<file path="src/verilog/ccs_pkg.sv">
// ccs_pkg: register map, field positions and shared types of the calendar clock core.
// assumes a 32-bit AHB-Lite slave, 16-bit registers in the low half of each word.
package ccs_pkg;
	localparam logic [7:0] CCS_OFF_CTRL   = 8'h00;
	localparam logic [7:0] CCS_OFF_SEC    = 8'h04;
	localparam logic [7:0] CCS_OFF_ALM1   = 8'h40;
	localparam logic [7:0] CCS_OFF_ALM2   = 8'h44;
	localparam logic [7:0] CCS_OFF_SWCTL  = 8'h48;
	localparam logic [7:0] CCS_OFF_FLAGS  = 8'h4C;
	localparam logic [7:0] CCS_OFF_ENA    = 8'h50;
	// zone z (0..2) sits at 0x10*(z+1); word 0 hour/minute, 1 month/day, 2 year/weekday
	localparam logic [1:0] CCS_ZW_HM      = 2'h0;
	localparam logic [1:0] CCS_ZW_MD      = 2'h1;
	localparam logic [1:0] CCS_ZW_YW      = 2'h2;
	localparam int         CCS_ZONES      = 3;
	// clock_control bits
	localparam int CCS_B_RUN   = 0;
	localparam int CCS_B_RST   = 1;
	localparam int CCS_B_ADJ   = 2;
	localparam int CCS_B_H24   = 4;
	localparam int CCS_B_HOLD  = 5;
	localparam int CCS_B_BUSY  = 6;
	localparam int CCS_B_TRIM  = 8;
	localparam int CCS_B_TBSY  = 15;
	// stopwatch_control bits
	localparam int CCS_B_SWGO  = 0;
	localparam int CCS_B_SWCLR = 4;
	// irq_flags / irq_enables bits
	localparam int CCS_F_S32   = 0;
	localparam int CCS_F_S8    = 1;
	localparam int CCS_F_S4    = 2;
	localparam int CCS_F_S2    = 3;
	localparam int CCS_F_SEC   = 4;
	localparam int CCS_F_MIN   = 5;
	localparam int CCS_F_HOUR  = 6;
	localparam int CCS_F_DAY   = 7;
	localparam int CCS_F_ALARM = 8;
	localparam int CCS_F_SW100 = 9;
	localparam int CCS_F_SW10  = 10;
	localparam int CCS_F_SW1   = 11;
	localparam int CCS_F_TRIM  = 12;
	localparam int CCS_NFLAGS  = 13;
	// timing: hclk rate and sub-second rates
	localparam longint CCS_HCLK_HZ  = 125000000;
	localparam longint CCS_SUB_HZ   = 256;
	localparam longint CCS_SW_HZ    = 100;
	localparam int CCS_DIV256 = int'(CCS_HCLK_HZ / CCS_SUB_HZ);
	localparam int CCS_DIV100 = int'(CCS_HCLK_HZ / CCS_SW_HZ);
	localparam logic [7:0] CCS_SUB_TRIM_AT = 8'h7F;
	localparam logic [7:0] CCS_SUB_LAST    = 8'hFF;
	localparam logic [6:0] CCS_SEC_HALF    = 7'd30;
	localparam logic [6:0] CCS_SEC_MAX     = 7'd59;
	localparam logic [6:0] CCS_MIN_MAX     = 7'd59;
	localparam logic [6:0] CCS_H24_MAX     = 7'd23;
	localparam logic [6:0] CCS_H12_MAX     = 7'd12;
	localparam logic [6:0] CCS_H12_PRE     = 7'd11;
	localparam logic [6:0] CCS_MON_MAX     = 7'd12;
	localparam logic [6:0] CCS_FEB         = 7'd2;
	localparam logic [6:0] CCS_YEAR_MAX    = 7'd99;
	localparam logic [6:0] CCS_WEEK_MAX    = 7'd6;
	localparam logic [3:0] CCS_DIG_MAX     = 4'h9;

	typedef struct packed {
		logic [6:0] min;
		logic [5:0] hour;
		logic       pm;
		logic [5:0] day;
		logic [4:0] mon;
		logic [7:0] year;
		logic [2:0] week;
	} ccs_zone_t;

	typedef struct packed {
		ccs_zone_t z;
		logic      hour_up;
		logic      day_up;
	} ccs_zres_t;
endpackage

</file>
<file path="src/verilog/ccs_core.sv">
// ccs_core: calendar time-of-day counter with three zones, stopwatch, alarm,
// event flags and rate trim, as an AHB-Lite slave with zero wait states.
// assumes one slave on the bus, word transfers only, hclk at 125 MHz.
// How it works
// - one seconds counter, three zones stepped
// - year divisible by four is leap, except 00
// - February gets 29 days in leap years
// - out-of-range values forced at count-up
// - half-minute adjust rounds seconds to minute
// - tick during hold gives one catch-up second
// - catch-up is exactly one second, however many
// - alarm and calendar flags, write-one clears
// - stopwatch flags on digit steps, write-one clears
// - trim completion flag, write-one clears
// - sub-second flags one sub-tick after change
// - alarm flag one sub-tick after match
// - interrupt only for enabled set flags
// - trim write sets busy, ends within second
// - trim writes ignored while busy, reads zero
// - zero trim sets busy, changes nothing
// - count busy for one sub-tick after steps
// - hold freezes time counters for reading
// - hold forced low while trim busy
// - hour mode changes range only, no conversion
// - adjust done within two sub-ticks, self-clears
// - run bit stops and resumes counters
// - signed trim applied when sub-second hits 7F
// - sub-second reset clears counter, adjust, hold
//
// The AHB-Lite interface to the registers and the placing of the registers were chosen for this implementation.
`timescale 1ns/1ns
module ccs_core
#(
	parameter int DIV256 = ccs_pkg::CCS_DIV256,
	parameter int DIV100 = ccs_pkg::CCS_DIV100
)
(
	// clock and reset
	input  wire logic        hclk,
	input  wire logic        hresetn,
	// ahb-lite slave
	input  wire logic        hsel,
	input  wire logic [31:0] haddr,
	input  wire logic [1:0]  htrans,
	input  wire logic        hwrite,
	input  wire logic [2:0]  hsize,
	input  wire logic [31:0] hwdata,
	input  wire logic        hready,
	output logic      [31:0] hrdata,
	output logic             hreadyout,
	output logic             hresp,
	// outputs to the system
	output logic             irq,
	output logic             one_hz_tick
);
	import ccs_pkg::*;

	typedef struct packed {
		logic [6:0] n;
		logic       c;
	} ccs_step_t;

	function automatic logic [6:0] b2n(input logic [7:0] b);
		b2n = 7'(b[7:4] * 4'd10) + 7'(b[3:0]);
	endfunction

	function automatic logic [7:0] n2b(input logic [6:0] n);
		n2b = {4'(n / 7'd10), 4'(n % 7'd10)};
	endfunction

	// fix an out-of-range value to lo, otherwise optionally count with wrap
	function automatic ccs_step_t bstep(input logic [6:0] n, input logic [6:0] lo,
		input logic [6:0] hi, input logic inc);
		ccs_step_t r;
		r.n = n;
		r.c = 1'b0;
		if (n < lo || n > hi)
			r.n = lo;
		else if (inc && n == hi)
		begin
			r.n = lo;
			r.c = 1'b1;
		end
		else if (inc)
			r.n = n + 7'd1;
		bstep = r;
	endfunction

	function automatic logic [6:0] days_in(input logic [6:0] mon, input logic [6:0] yr);
		logic leap;
		leap = (yr[1:0] == 2'b00) && (yr != 7'd0);
		case (mon)
			7'd4, 7'd6, 7'd9, 7'd11: days_in = 7'd30;
			7'd2:                    days_in = leap ? 7'd29 : 7'd28;
			default:                 days_in = 7'd31;
		endcase
	endfunction

	// one count-up step of a zone; cin carries a minute overflow in
	function automatic ccs_zres_t zstep(input ccs_zone_t z, input logic cin, input logic h24);
		ccs_zres_t r;
		ccs_step_t s;
		ccs_step_t d;
		logic [6:0] h;
		logic [6:0] mo;
		logic       nday;
		logic [7:0] bcd;
		r.z = z;
		s = bstep(b2n({1'b0, z.min}), 7'd0, CCS_MIN_MAX, cin);
		bcd = n2b(s.n);
		r.z.min = bcd[6:0];
		r.hour_up = s.c;
		h = b2n({2'b00, z.hour});
		nday = 1'b0;
		if (h24)
		begin
			s = bstep(h, 7'd0, CCS_H24_MAX, r.hour_up);
			nday = s.c;
		end
		else
		begin
			s = bstep(h, 7'd1, CCS_H12_MAX, r.hour_up);
			if (r.hour_up && h == CCS_H12_PRE)
			begin
				r.z.pm = ~z.pm;
				nday = z.pm;
			end
		end
		bcd = n2b(s.n);
		r.z.hour = bcd[5:0];
		r.day_up = nday;
		mo = b2n({3'b000, z.mon});
		d = bstep(b2n({2'b00, z.day}), 7'd1, days_in(mo, b2n(z.year)), nday);
		bcd = n2b(d.n);
		r.z.day = bcd[5:0];
		s = bstep(b2n({5'b00000, z.week}), 7'd0, CCS_WEEK_MAX, nday);
		bcd = n2b(s.n);
		r.z.week = bcd[2:0];
		s = bstep(mo, 7'd1, CCS_MON_MAX, d.c);
		bcd = n2b(s.n);
		r.z.mon = bcd[4:0];
		s = bstep(b2n(z.year), 7'd0, CCS_YEAR_MAX, s.c);
		r.z.year = n2b(s.n);
		zstep = r;
	endfunction

	// registers
	ccs_zone_t           zone_reg [CCS_ZONES];
	logic [6:0]          sec_reg;
	logic [7:0]          sub_reg;
	logic                run_reg, rst_reg, adj_reg, h24_reg, hold_reg, busy_reg;
	logic                tbusy_reg;
	logic [6:0]          trim_reg;
	logic                pend_reg;
	logic [6:0]          asec_reg;
	logic [14:0]         ahm_reg;
	logic [3:0]          tenths_reg, hund_reg;
	logic                swgo_reg;
	logic [CCS_NFLAGS-1:0] flags_reg, ena_reg, dly_reg;
	logic                match_reg;
	logic [31:0]         div256_reg, div100_reg;
	logic                dph_reg, dwr_reg;
	logic [7:0]          daddr_reg;

	// bus decode: address phase captured, write applied in data phase
	logic aphase;
	assign aphase = hsel && hready && htrans[1];
	logic wr;
	assign wr = dph_reg && dwr_reg;
	logic [15:0] wd;
	assign wd = hwdata[15:0];
	logic wr_ctrl, wr_sec, wr_alm1, wr_alm2, wr_sw, wr_flags, wr_ena;
	assign wr_ctrl  = wr && daddr_reg == CCS_OFF_CTRL;
	assign wr_sec   = wr && daddr_reg == CCS_OFF_SEC;
	assign wr_alm1  = wr && daddr_reg == CCS_OFF_ALM1;
	assign wr_alm2  = wr && daddr_reg == CCS_OFF_ALM2;
	assign wr_sw    = wr && daddr_reg == CCS_OFF_SWCTL;
	assign wr_flags = wr && daddr_reg == CCS_OFF_FLAGS;
	assign wr_ena   = wr && daddr_reg == CCS_OFF_ENA;

	// time base
	logic tick256, tick100;
	assign tick256 = div256_reg == 32'(DIV256 - 1);
	assign tick100 = div100_reg == 32'(DIV100 - 1);

	always_ff @(posedge hclk or negedge hresetn)
	begin
		if (!hresetn)
		begin
			div256_reg <= 32'h0000_0000;
			div100_reg <= 32'h0000_0000;
		end
		else
		begin
			div256_reg <= tick256 ? 32'h0000_0000 : div256_reg + 32'h0000_0001;
			div100_reg <= tick100 ? 32'h0000_0000 : div100_reg + 32'h0000_0001;
		end
	end

	// sub-second counter with trim
	logic [7:0] sub_inc;
	assign sub_inc = sub_reg + 8'h01;
	logic sub_adv, sec_wrap, trim_hit;
	assign sub_adv  = tick256 && run_reg;
	assign sec_wrap = sub_adv && sub_reg == CCS_SUB_LAST;
	assign trim_hit = sub_adv && sub_inc == CCS_SUB_TRIM_AT && tbusy_reg;

	always_ff @(posedge hclk or negedge hresetn)
	begin
		if (!hresetn)
			sub_reg <= 8'h00;
		else if (rst_reg)
			sub_reg <= 8'h00;
		else if (trim_hit)
			sub_reg <= sub_inc + {trim_reg[6], trim_reg};
		else if (sub_adv)
			sub_reg <= sub_inc;
	end

	// second stepping: normal tick, single catch-up, half-minute adjust
	logic do_adj, do_step, cmin;
	assign do_adj  = tick256 && adj_reg;
	assign do_step = tick256 && !hold_reg && !adj_reg && (sec_wrap || pend_reg);
	ccs_step_t sstep;
	assign sstep = bstep(b2n({1'b0, sec_reg}), 7'd0, CCS_SEC_MAX, 1'b1);
	logic [7:0] sec_bcd;
	assign sec_bcd = n2b(sstep.n);
	assign cmin = do_adj ? (b2n({1'b0, sec_reg}) >= CCS_SEC_HALF) : (do_step && sstep.c);
	ccs_zres_t zr [CCS_ZONES];
	for (genvar g = 0; g < CCS_ZONES; g++)
	begin : g_zone
		assign zr[g] = zstep(zone_reg[g], cmin, h24_reg);
	end

	always_ff @(posedge hclk or negedge hresetn)
	begin
		if (!hresetn)
			pend_reg <= 1'b0;
		else if (sec_wrap && hold_reg)
			pend_reg <= 1'b1;
		else if (do_step)
			pend_reg <= 1'b0;
	end

	always_ff @(posedge hclk or negedge hresetn)
	begin
		if (!hresetn)
			sec_reg <= 7'h00;
		else if (wr_sec)
			sec_reg <= wd[14:8];
		else if (do_adj)
			sec_reg <= 7'h00;
		else if (do_step)
			sec_reg <= sec_bcd[6:0];
	end

	// zone word layout: hm {0,pm,hour,0,min}, md {0,mon,0,day}, yw {year,0,week}
	always_ff @(posedge hclk or negedge hresetn)
	begin
		if (!hresetn)
		begin
			for (int i = 0; i < CCS_ZONES; i++)
				zone_reg[i] <= '0;
		end
		else
		begin
			for (int i = 0; i < CCS_ZONES; i++)
			begin
				if (wr && daddr_reg[7:4] == 4'(i + 1) && daddr_reg[3:2] == CCS_ZW_HM)
				begin
					zone_reg[i].min  <= wd[6:0];
					zone_reg[i].hour <= wd[13:8];
					zone_reg[i].pm   <= wd[14];
				end
				else if (wr && daddr_reg[7:4] == 4'(i + 1) && daddr_reg[3:2] == CCS_ZW_MD)
				begin
					zone_reg[i].day <= wd[5:0];
					zone_reg[i].mon <= wd[12:8];
				end
				else if (wr && daddr_reg[7:4] == 4'(i + 1) && daddr_reg[3:2] == CCS_ZW_YW)
				begin
					zone_reg[i].week <= wd[2:0];
					zone_reg[i].year <= wd[15:8];
				end
				else if (do_step || do_adj)
					zone_reg[i] <= zr[i].z;
			end
		end
	end

	// control register
	always_ff @(posedge hclk or negedge hresetn)
	begin
		if (!hresetn)
		begin
			run_reg   <= 1'b0;
			rst_reg   <= 1'b0;
			adj_reg   <= 1'b0;
			h24_reg   <= 1'b0;
			hold_reg  <= 1'b0;
			tbusy_reg <= 1'b0;
			trim_reg  <= 7'h00;
		end
		else
		begin
			rst_reg <= wr_ctrl && wd[CCS_B_RST];
			if (wr_ctrl)
			begin
				run_reg <= wd[CCS_B_RUN];
				h24_reg <= wd[CCS_B_H24];
			end
			if (rst_reg)
				adj_reg <= 1'b0;
			else if (wr_ctrl && wd[CCS_B_ADJ])
				adj_reg <= 1'b1;
			else if (do_adj)
				adj_reg <= 1'b0;
			if (rst_reg || tbusy_reg)
				hold_reg <= 1'b0;
			else if (wr_ctrl)
				hold_reg <= wd[CCS_B_HOLD];
			if (wr_ctrl && !tbusy_reg)
			begin
				trim_reg  <= wd[CCS_B_TRIM +: 7];
				tbusy_reg <= 1'b1;
			end
			else if (trim_hit)
				tbusy_reg <= 1'b0;
		end
	end

	// count busy lasts until the next sub-second tick
	always_ff @(posedge hclk or negedge hresetn)
	begin
		if (!hresetn)
			busy_reg <= 1'b0;
		else if (do_step || do_adj)
			busy_reg <= 1'b1;
		else if (tick256)
			busy_reg <= 1'b0;
	end

	// alarm and stopwatch
	logic amatch;
	assign amatch = asec_reg == sec_reg && ahm_reg[6:0] == zone_reg[0].min
		&& ahm_reg[13:8] == zone_reg[0].hour && (h24_reg || ahm_reg[14] == zone_reg[0].pm);

	always_ff @(posedge hclk or negedge hresetn)
	begin
		if (!hresetn)
		begin
			asec_reg <= 7'h00;
			ahm_reg  <= 15'h0000;
		end
		else
		begin
			if (wr_alm1)
				asec_reg <= wd[14:8];
			if (wr_alm2)
				ahm_reg <= wd[14:0];
		end
	end

	logic sw_h, sw_t, sw_o;
	assign sw_h = tick100 && swgo_reg;
	assign sw_t = sw_h && hund_reg == CCS_DIG_MAX;
	assign sw_o = sw_t && tenths_reg == CCS_DIG_MAX;

	always_ff @(posedge hclk or negedge hresetn)
	begin
		if (!hresetn)
		begin
			swgo_reg   <= 1'b0;
			hund_reg   <= 4'h0;
			tenths_reg <= 4'h0;
		end
		else
		begin
			if (wr_sw)
				swgo_reg <= wd[CCS_B_SWGO];
			if (wr_sw && wd[CCS_B_SWCLR])
			begin
				hund_reg   <= 4'h0;
				tenths_reg <= 4'h0;
			end
			else if (sw_h)
			begin
				hund_reg <= sw_t ? 4'h0 : hund_reg + 4'h1;
				if (sw_t)
					tenths_reg <= sw_o ? 4'h0 : tenths_reg + 4'h1;
			end
		end
	end

	// event flags: sub-second and one-second events wait one sub-tick
	logic [CCS_NFLAGS-1:0] now_set, dly_set, clr;
	always_comb
	begin
		dly_set = '0;
		dly_set[CCS_F_S32]   = sub_adv && sub_inc[2:0] == 3'h0;
		dly_set[CCS_F_S8]    = sub_adv && sub_inc[4:0] == 5'h00;
		dly_set[CCS_F_S4]    = sub_adv && sub_inc[5:0] == 6'h00;
		dly_set[CCS_F_S2]    = sub_adv && sub_inc[6:0] == 7'h00;
		dly_set[CCS_F_SEC]   = do_step || do_adj;
		now_set = '0;
		// match is sampled at sub-ticks, which already gives the one sub-tick lag
		now_set[CCS_F_ALARM] = tick256 && amatch && !match_reg;
		now_set[CCS_F_MIN]   = cmin;
		now_set[CCS_F_HOUR]  = (do_step || do_adj) && zr[0].hour_up;
		now_set[CCS_F_DAY]   = (do_step || do_adj) && zr[0].day_up;
		now_set[CCS_F_SW100] = sw_h;
		now_set[CCS_F_SW10]  = sw_t;
		now_set[CCS_F_SW1]   = sw_o;
		now_set[CCS_F_TRIM]  = trim_hit;
		clr = wr_flags ? wd[CCS_NFLAGS-1:0] : '0;
	end

	always_ff @(posedge hclk or negedge hresetn)
	begin
		if (!hresetn)
		begin
			flags_reg <= '0;
			dly_reg   <= '0;
			match_reg <= 1'b0;
			ena_reg   <= '0;
			irq       <= 1'b0;
		end
		else
		begin
			if (tick256)
				match_reg <= amatch;
			dly_reg <= tick256 ? dly_set : dly_reg;
			// set wins over a simultaneous write-one clear
			flags_reg <= (flags_reg & ~clr) | now_set | (tick256 ? dly_reg : '0);
			if (wr_ena)
				ena_reg <= wd[CCS_NFLAGS-1:0];
			irq <= |(flags_reg & ena_reg);
		end
	end

	// read mux, registered in the address phase so data stands in the data phase
	logic [15:0] rd;
	ccs_zone_t   rz;
	always_comb
	begin
		rz = zone_reg[0];
		for (int i = 0; i < CCS_ZONES; i++)
			if (haddr[7:4] == 4'(i + 1))
				rz = zone_reg[i];
		rd = 16'h0000;
		case (haddr[7:0])
			CCS_OFF_CTRL:
				rd = {tbusy_reg, 7'h00, 1'b0, busy_reg, hold_reg, h24_reg, 1'b0, adj_reg,
					rst_reg, run_reg};
			CCS_OFF_SEC:   rd = {1'b0, sec_reg, sub_reg};
			CCS_OFF_ALM1:  rd = {1'b0, asec_reg, 8'h00};
			CCS_OFF_ALM2:  rd = {1'b0, ahm_reg[14:8], 1'b0, ahm_reg[6:0]};
			CCS_OFF_SWCTL: rd = {tenths_reg, hund_reg, 7'h00, swgo_reg};
			CCS_OFF_FLAGS: rd = 16'(flags_reg);
			CCS_OFF_ENA:   rd = 16'(ena_reg);
			default:
			begin
				if (haddr[7:4] != 4'h0 && haddr[7:4] <= 4'(CCS_ZONES) && haddr[1:0] == 2'b00)
				begin
					case (haddr[3:2])
						CCS_ZW_HM: rd = {1'b0, rz.pm, rz.hour, 1'b0, rz.min};
						CCS_ZW_MD: rd = {3'h0, rz.mon, 2'h0, rz.day};
						CCS_ZW_YW: rd = {rz.year, 5'h00, rz.week};
						default:   rd = 16'h0000;
					endcase
				end
			end
		endcase
	end

	always_ff @(posedge hclk or negedge hresetn)
	begin
		if (!hresetn)
		begin
			dph_reg     <= 1'b0;
			dwr_reg     <= 1'b0;
			daddr_reg   <= 8'h00;
			hrdata      <= 32'h0000_0000;
			hreadyout   <= 1'b0;
			hresp       <= 1'b0;
			one_hz_tick <= 1'b0;
		end
		else
		begin
			hreadyout   <= 1'b1;
			hresp       <= 1'b0;
			dph_reg     <= aphase;
			dwr_reg     <= aphase && hwrite;
			one_hz_tick <= sub_reg[7];
			if (aphase)
			begin
				daddr_reg <= haddr[7:0];
				hrdata    <= hwrite ? 32'h0000_0000 : {16'h0000, rd};
			end
		end
	end
endmodule

</file>
<file path="config.mk">
export PLATFORM = sky130hd
export DESIGN_NAME = ccs_core
export DESIGN_NICKNAME = d
export VERILOG_FILES = /design/src/verilog/ccs_pkg.sv /design/src/verilog/ccs_core.sv
export SDC_FILE = /design/constraint.sdc
export NUM_CORES = 1
export LEC_CHECK = 0
export BUFFER_PORTS_ARGS = -buffer_cell sky130_fd_sc_hd__buf_4
export CAP_MARGIN = 20
export CORE_AREA = 2 2 257 259
export DETAILED_ROUTE_END_ITERATION = 12
export DIE_AREA = 0 0 259 261
export PLACE_DENSITY = 0.66
export SLEW_MARGIN = 20
export SYNTH_ARGS = -nofsm -noshare
export SYNTH_HDL_FRONTEND = slang
export SYNTH_SLANG_ARGS = --single-unit
</file>
<file path="constraint.sdc">
create_clock -name hclk -period 10.15 [get_ports hclk]
set_input_delay 0.5075 -clock hclk [delete_from_list [all_inputs] [get_ports hclk]]
set_output_delay 0.5075 -clock hclk [all_outputs]
set_load 0.005 [all_outputs]
</file>
# After elaboration in Yosys (flattened, before gate mapping)
# Cells that the tools add are included.
# word_totals
word_cells	617
register_bits	310
inputBits	74
out_inout_bits	36
# op_classes
mul	16
n_reduce_logical	164
order_cmp	46
div_mod_pow	35
add_sub_neg	41
eq_ne	83
mux	168
bitwise_logic	14
# op_table
operator	n
7-bit two-way mux	62
36-bit two-way mux	5
7-bit by 4-bit modulo with 7-bit output, second input constant	19
7-bit by 4-bit divider with 7-bit output, second input constant	16
7-bit by 1-bit < comparator with 1-bit output, second input constant	16
16-bit case mux with 7 select lines	1
7-bit by 1-bit adder with 7-bit output, second input constant	13
8-bit by 7-bit equality test with 1-bit output, second input constant	11
14-bit two-way mux	6
1-bit logical AND	80
25-bit two-way mux	3
11-bit two-way mux	6
32-bit by 1-bit adder with 32-bit output, second input constant	2
32-bit two-way mux	2
1-bit two-way mux	59
6-bit by 4-bit equality test with 1-bit output, second input constant	9
7-bit by 4-bit adder with 7-bit output	7
8-bit two-way mux	6
16-bit case mux with 3 select lines	1
6-bit by 4-bit adder with 7-bit output	6
7-bit by 4-bit equality test with 1-bit output, second input constant	6
4-bit two-way mux	10
6-bit by 3-bit equality test with 1-bit output, second input constant	6
2-bit nonzero test	18
65 further kinds	197

# Depth between registers and ports, before layout
# logic_depth
word_depth	28
ltp_mapped	27
depth_no_buf	27

# Worst setup path before layout
# OpenSTA, ideal clock, no wires.
# synth_timing
path_type	register -> register
startpoint	register zone_reg[43] (netlist bit)
endpoint	register zone_reg[41] (netlist bit)
t_arrival_ns	5.964
setup_ns	0.077
required_time_ns	10.073
path_stages_with_launch	27
period_less_slack_ns	6.041
n_path_buf	1
path_slack_ns	4.109
path_cell_list	dfrtp_1 ha_1 ha_1 a21oi_1 xor2_1 nor3b_1 nand2_1 o21ai_0 a22oi_1 ha_1 nand2_1 or3_1 or2_2 nor3_1 nand4_1 a21bo_2 nor4_2 or3b_1 a21oi_1 a221oi_2 ha_1 buf_1 a21oi_1 nor3_1 o221ai_2 o21a_1 a21oi_1
# synth_via
elab_chain_len	19
# synth_rtl
element	line_no	text
start: declaration	ccs_core.sv:148	ccs_zone_t zone_reg [CCS_ZONES];
start signal: indexed assignment	ccs_core.sv:286	zone_reg[i] <= zr[i].z;
4-bit by 3-bit multiplier with 6-bit output *	ccs_core.sv:64	b2n = 7'(b[7:4] * 4'd10) + 7'(b[3:0]);
7-bit by 4-bit adder with 7-bit output *	ccs_core.sv:64	
branches (longest 13 deep; another with 7-bit greater-than comparator)	-	
7-bit two-way mux *	ccs_core.sv:77	if (n < lo || n > hi)
7-bit by 4-bit modulo with 7-bit output *	ccs_core.sv:68	n2b = {4'(n / 7'd10), 4'(n % 7'd10)};
36-bit two-way mux *	ccs_core.sv:285	else if (do_step || do_adj)
11-bit two-way mux *	ccs_core.sv:280	else if (wr && daddr_reg[7:4] == 4'(i + 1) && daddr_reg[3:2] == CCS_ZW_YW)
# Mark *: on every way between the ends. The select of a mux whose other input is x is not followed.
# A chain may end at the register's enable or synchronous reset.

# Worst setup path after layout
# Ends and elaborated chain as after synthesis.

==> out/summary.txt <==
Status: finished, final reports clean
Register area share after synthesis: 28.4%
Worst Tran Pin Value: 1080 ps
Synth unique cells: 109
GR Overflow Total: 0
Crit Path Max Fanout: 8
Post-DP HPWL: 59.5 mm
First-pass GRT wire length: 128 mm
Yosys top cell by area: dfrtp_1
Max reg flops: 108
N_diodes: 0
Slew headroom: 27.6%
Initial antenna violation count: 2
Post-synth EDFFs: 0
Final wirelength: 82.0 mm
Crit path kind: flop to flop
Placer Congestion: 0.947
DRC Markers: 0
H-tree depth: 2
Fmax: 141 MHz
Die Footprint: 67,600 um2
Drt pass-1 iters: 6
DRT antenna net count: 0
Asr flop ratio synth: 100%
Post-synth top cells: nand2_1, dfrtp_1, nor2_1
Largest net degree at the start of global routing: 136
Sink Count: 293
Max clock buf depth: 3
Root Buffer Master: clkbuf_16
#FFs+latches synth: 293
Most common cell in the netlist: nand2_1
Cells taking the most area after synthesis: dfrtp_1, ha_1, nand2_1
Minimum clock period: 7110 ps
Leakage Power: 0.0117 uW
Port Buffer Count: 48
Crit end category: flop
Hold Path Class: primary input to flop
# IOs: 110
Vias/cell: 6.05
Worst-Skew Late Latency: 570 ps
Core area: 65,000 um2
Starting Density: 39.7%
Period utilization: 70.1%
Number of gates resized after cts: 0
RSZ-0062 raised after global routing: false
Fin. max-slew vios: 0
Vias in the first global route: 22,200
Max Cap Viol: 0
Synth warn: 0
Share of cells above drive strength 1: 9.13%
Total vias in the final route: 24,100
Cts bufs inserted: 35
Area share of the largest cell type after synthesis: 28.4%
Avg Cell Area, Syn: 8.27 um2
Worst path arrival time: 7580 ps
# setup viols final: 0
# Post-CTS Setup Buffers: 0
Global Route Usage Sum: 23.9%
Pwr Density: 114 nW/um2
WL/cell: 20.6 um
Synth Cell Area: 25,800 um2
Setup TNS: 0 ps
Fin area: 28,100 um2
Clk_skew: 30.5 ps
Post-Synthesis Cells: 3,118
Main synth FF type: dfrtp_1
Synth-to-layout area growth: 9.03%
Startpoint types: flop
DR iter-0 viols: 2,340
Placed cell area: 26,900 um2
Nets@finish: 3,347
Row cnt: 94
CTS tree: done
Total power: 3220 uW
Die H: 261 um
Final-layout fill cell count: 6,501
Worst vdd ir: 0.155 mV
Clock transition at path regs: 60 ps
Worst path required time: 10,610 ps
Final Hold Fails: 0
Die width: 259 um
-- placed cells by master (no fill, tap or decap), drive strengths merged, types with 54 or more instances in the layout --
master and instances:
a31oi 54, nand2 352, nor2 252, nor3 79, inv 110, mux2 66, dfrtp 293, a21oi 202
xnor2 127, mux2i 87, o21ai 218, xor2 79, ha 159, nand3 100, buf 79
-- cells by family after synthesis --
logic type	after synthesis	synth area share, %
simple gates	1136	21.6
flops	293	28.4
buf+inv	264	4.21
compound gates	879	22.6
xor+xnor	207	7.08
mux	160	6.94
fa+ha+maj	177	9.07
other cells	2	0.0291
-- metrics by stage --
step	hold WS (ps)	cells	util [%]	worst slack, ps
floorplan	212	3134	-	4110
global placement	446	3923	41.4	3280
detailed placement	454	3923	41.4	3180
CTS	158	3986	43.2	3120
global route	180	3986	43.2	2430
finish	177	3986	43.2	3040
-- power by group --
group          switching, uW  internal, uW  total (uW)  leakage (uW)
clock network            537           800        1340      0.000584
logic                    405           239         644       0.00762
registers               41.3          1190        1240       0.00345
total                    984          2230        3220        0.0117
-- layer usage --
metal / share of wire (%) / vias up / track usage, %
li1: - / 11400 / -
met1: 44 / 11600 / 32.9
met2: 44 / 914 / 36.9
met3: 8.8 / 170 / 5.43
met4: 3.5 / 4 / 7.90
met5: 0.029 / - / 0
-- critical path, cell delays in order (launching register included) --
cell      delay, ps
dfrtp_1         420
ha_1            320
ha_1            320
a21oi_1         210
xor2_1          430
nor3b_1         380
nand2_1         100
o21ai_0         240
a22oi_1         130
ha_1            290
nand2_1          60
or3_1           350
or2_2           300
nor3_1          640
nand4_1         250
a21bo_2         300
nor4_2          530
or3b_1          210
a21oi_1          70
a221oi_2        330
ha_1            390
a21oi_1          80
nor3_1          200
o221ai_2        180
o21a_1          200
a21oi_1         120
-- final timing paths --
kind | start | end | slack [ps] | cells after the start
min in group asynchronous | hresetn | div100_reg[11]$_DFF_PN0_ | 570 | 2
setup reg to reg | zone_reg[43]$_DFFE_PN0P_ | zone_reg[41]$_DFFE_PN0P_ | 3040 | 25
hold / removal | hwrite | hrdata[15]$_DFFE_PN0P_ | 180 | 2
hold reg to reg | match_reg$_DFFE_PN0N_ | flags_reg[8]$_DFF_PN0_ | 450 | 1
setup / recovery | zone_reg[43]$_DFFE_PN0P_ | zone_reg[41]$_DFFE_PN0P_ | 3040 | 25
max in group asynchronous | hresetn | zone_reg[96]$_DFFE_PN0P_ | 7480 | 4
-- layout make-up --
class                   count  area (um2)  area share [%]
flip-flops and latches    293        7330            26.1
multi-input cells        2577       17500            62.1
inverters                 110         413            1.47
clock buffers              48         965            3.43
well taps                 864        1080            3.84
clock inverters            14         238           0.845
repair buffers             80         623            2.22
-- repair_timing --
action,in CTS,in global routing
hold buffers,1,0
endpoints found under the hold margin,51,0
setup endpoints to repair,0,0
No activity file was read; power rests on OpenSTA's default activity.
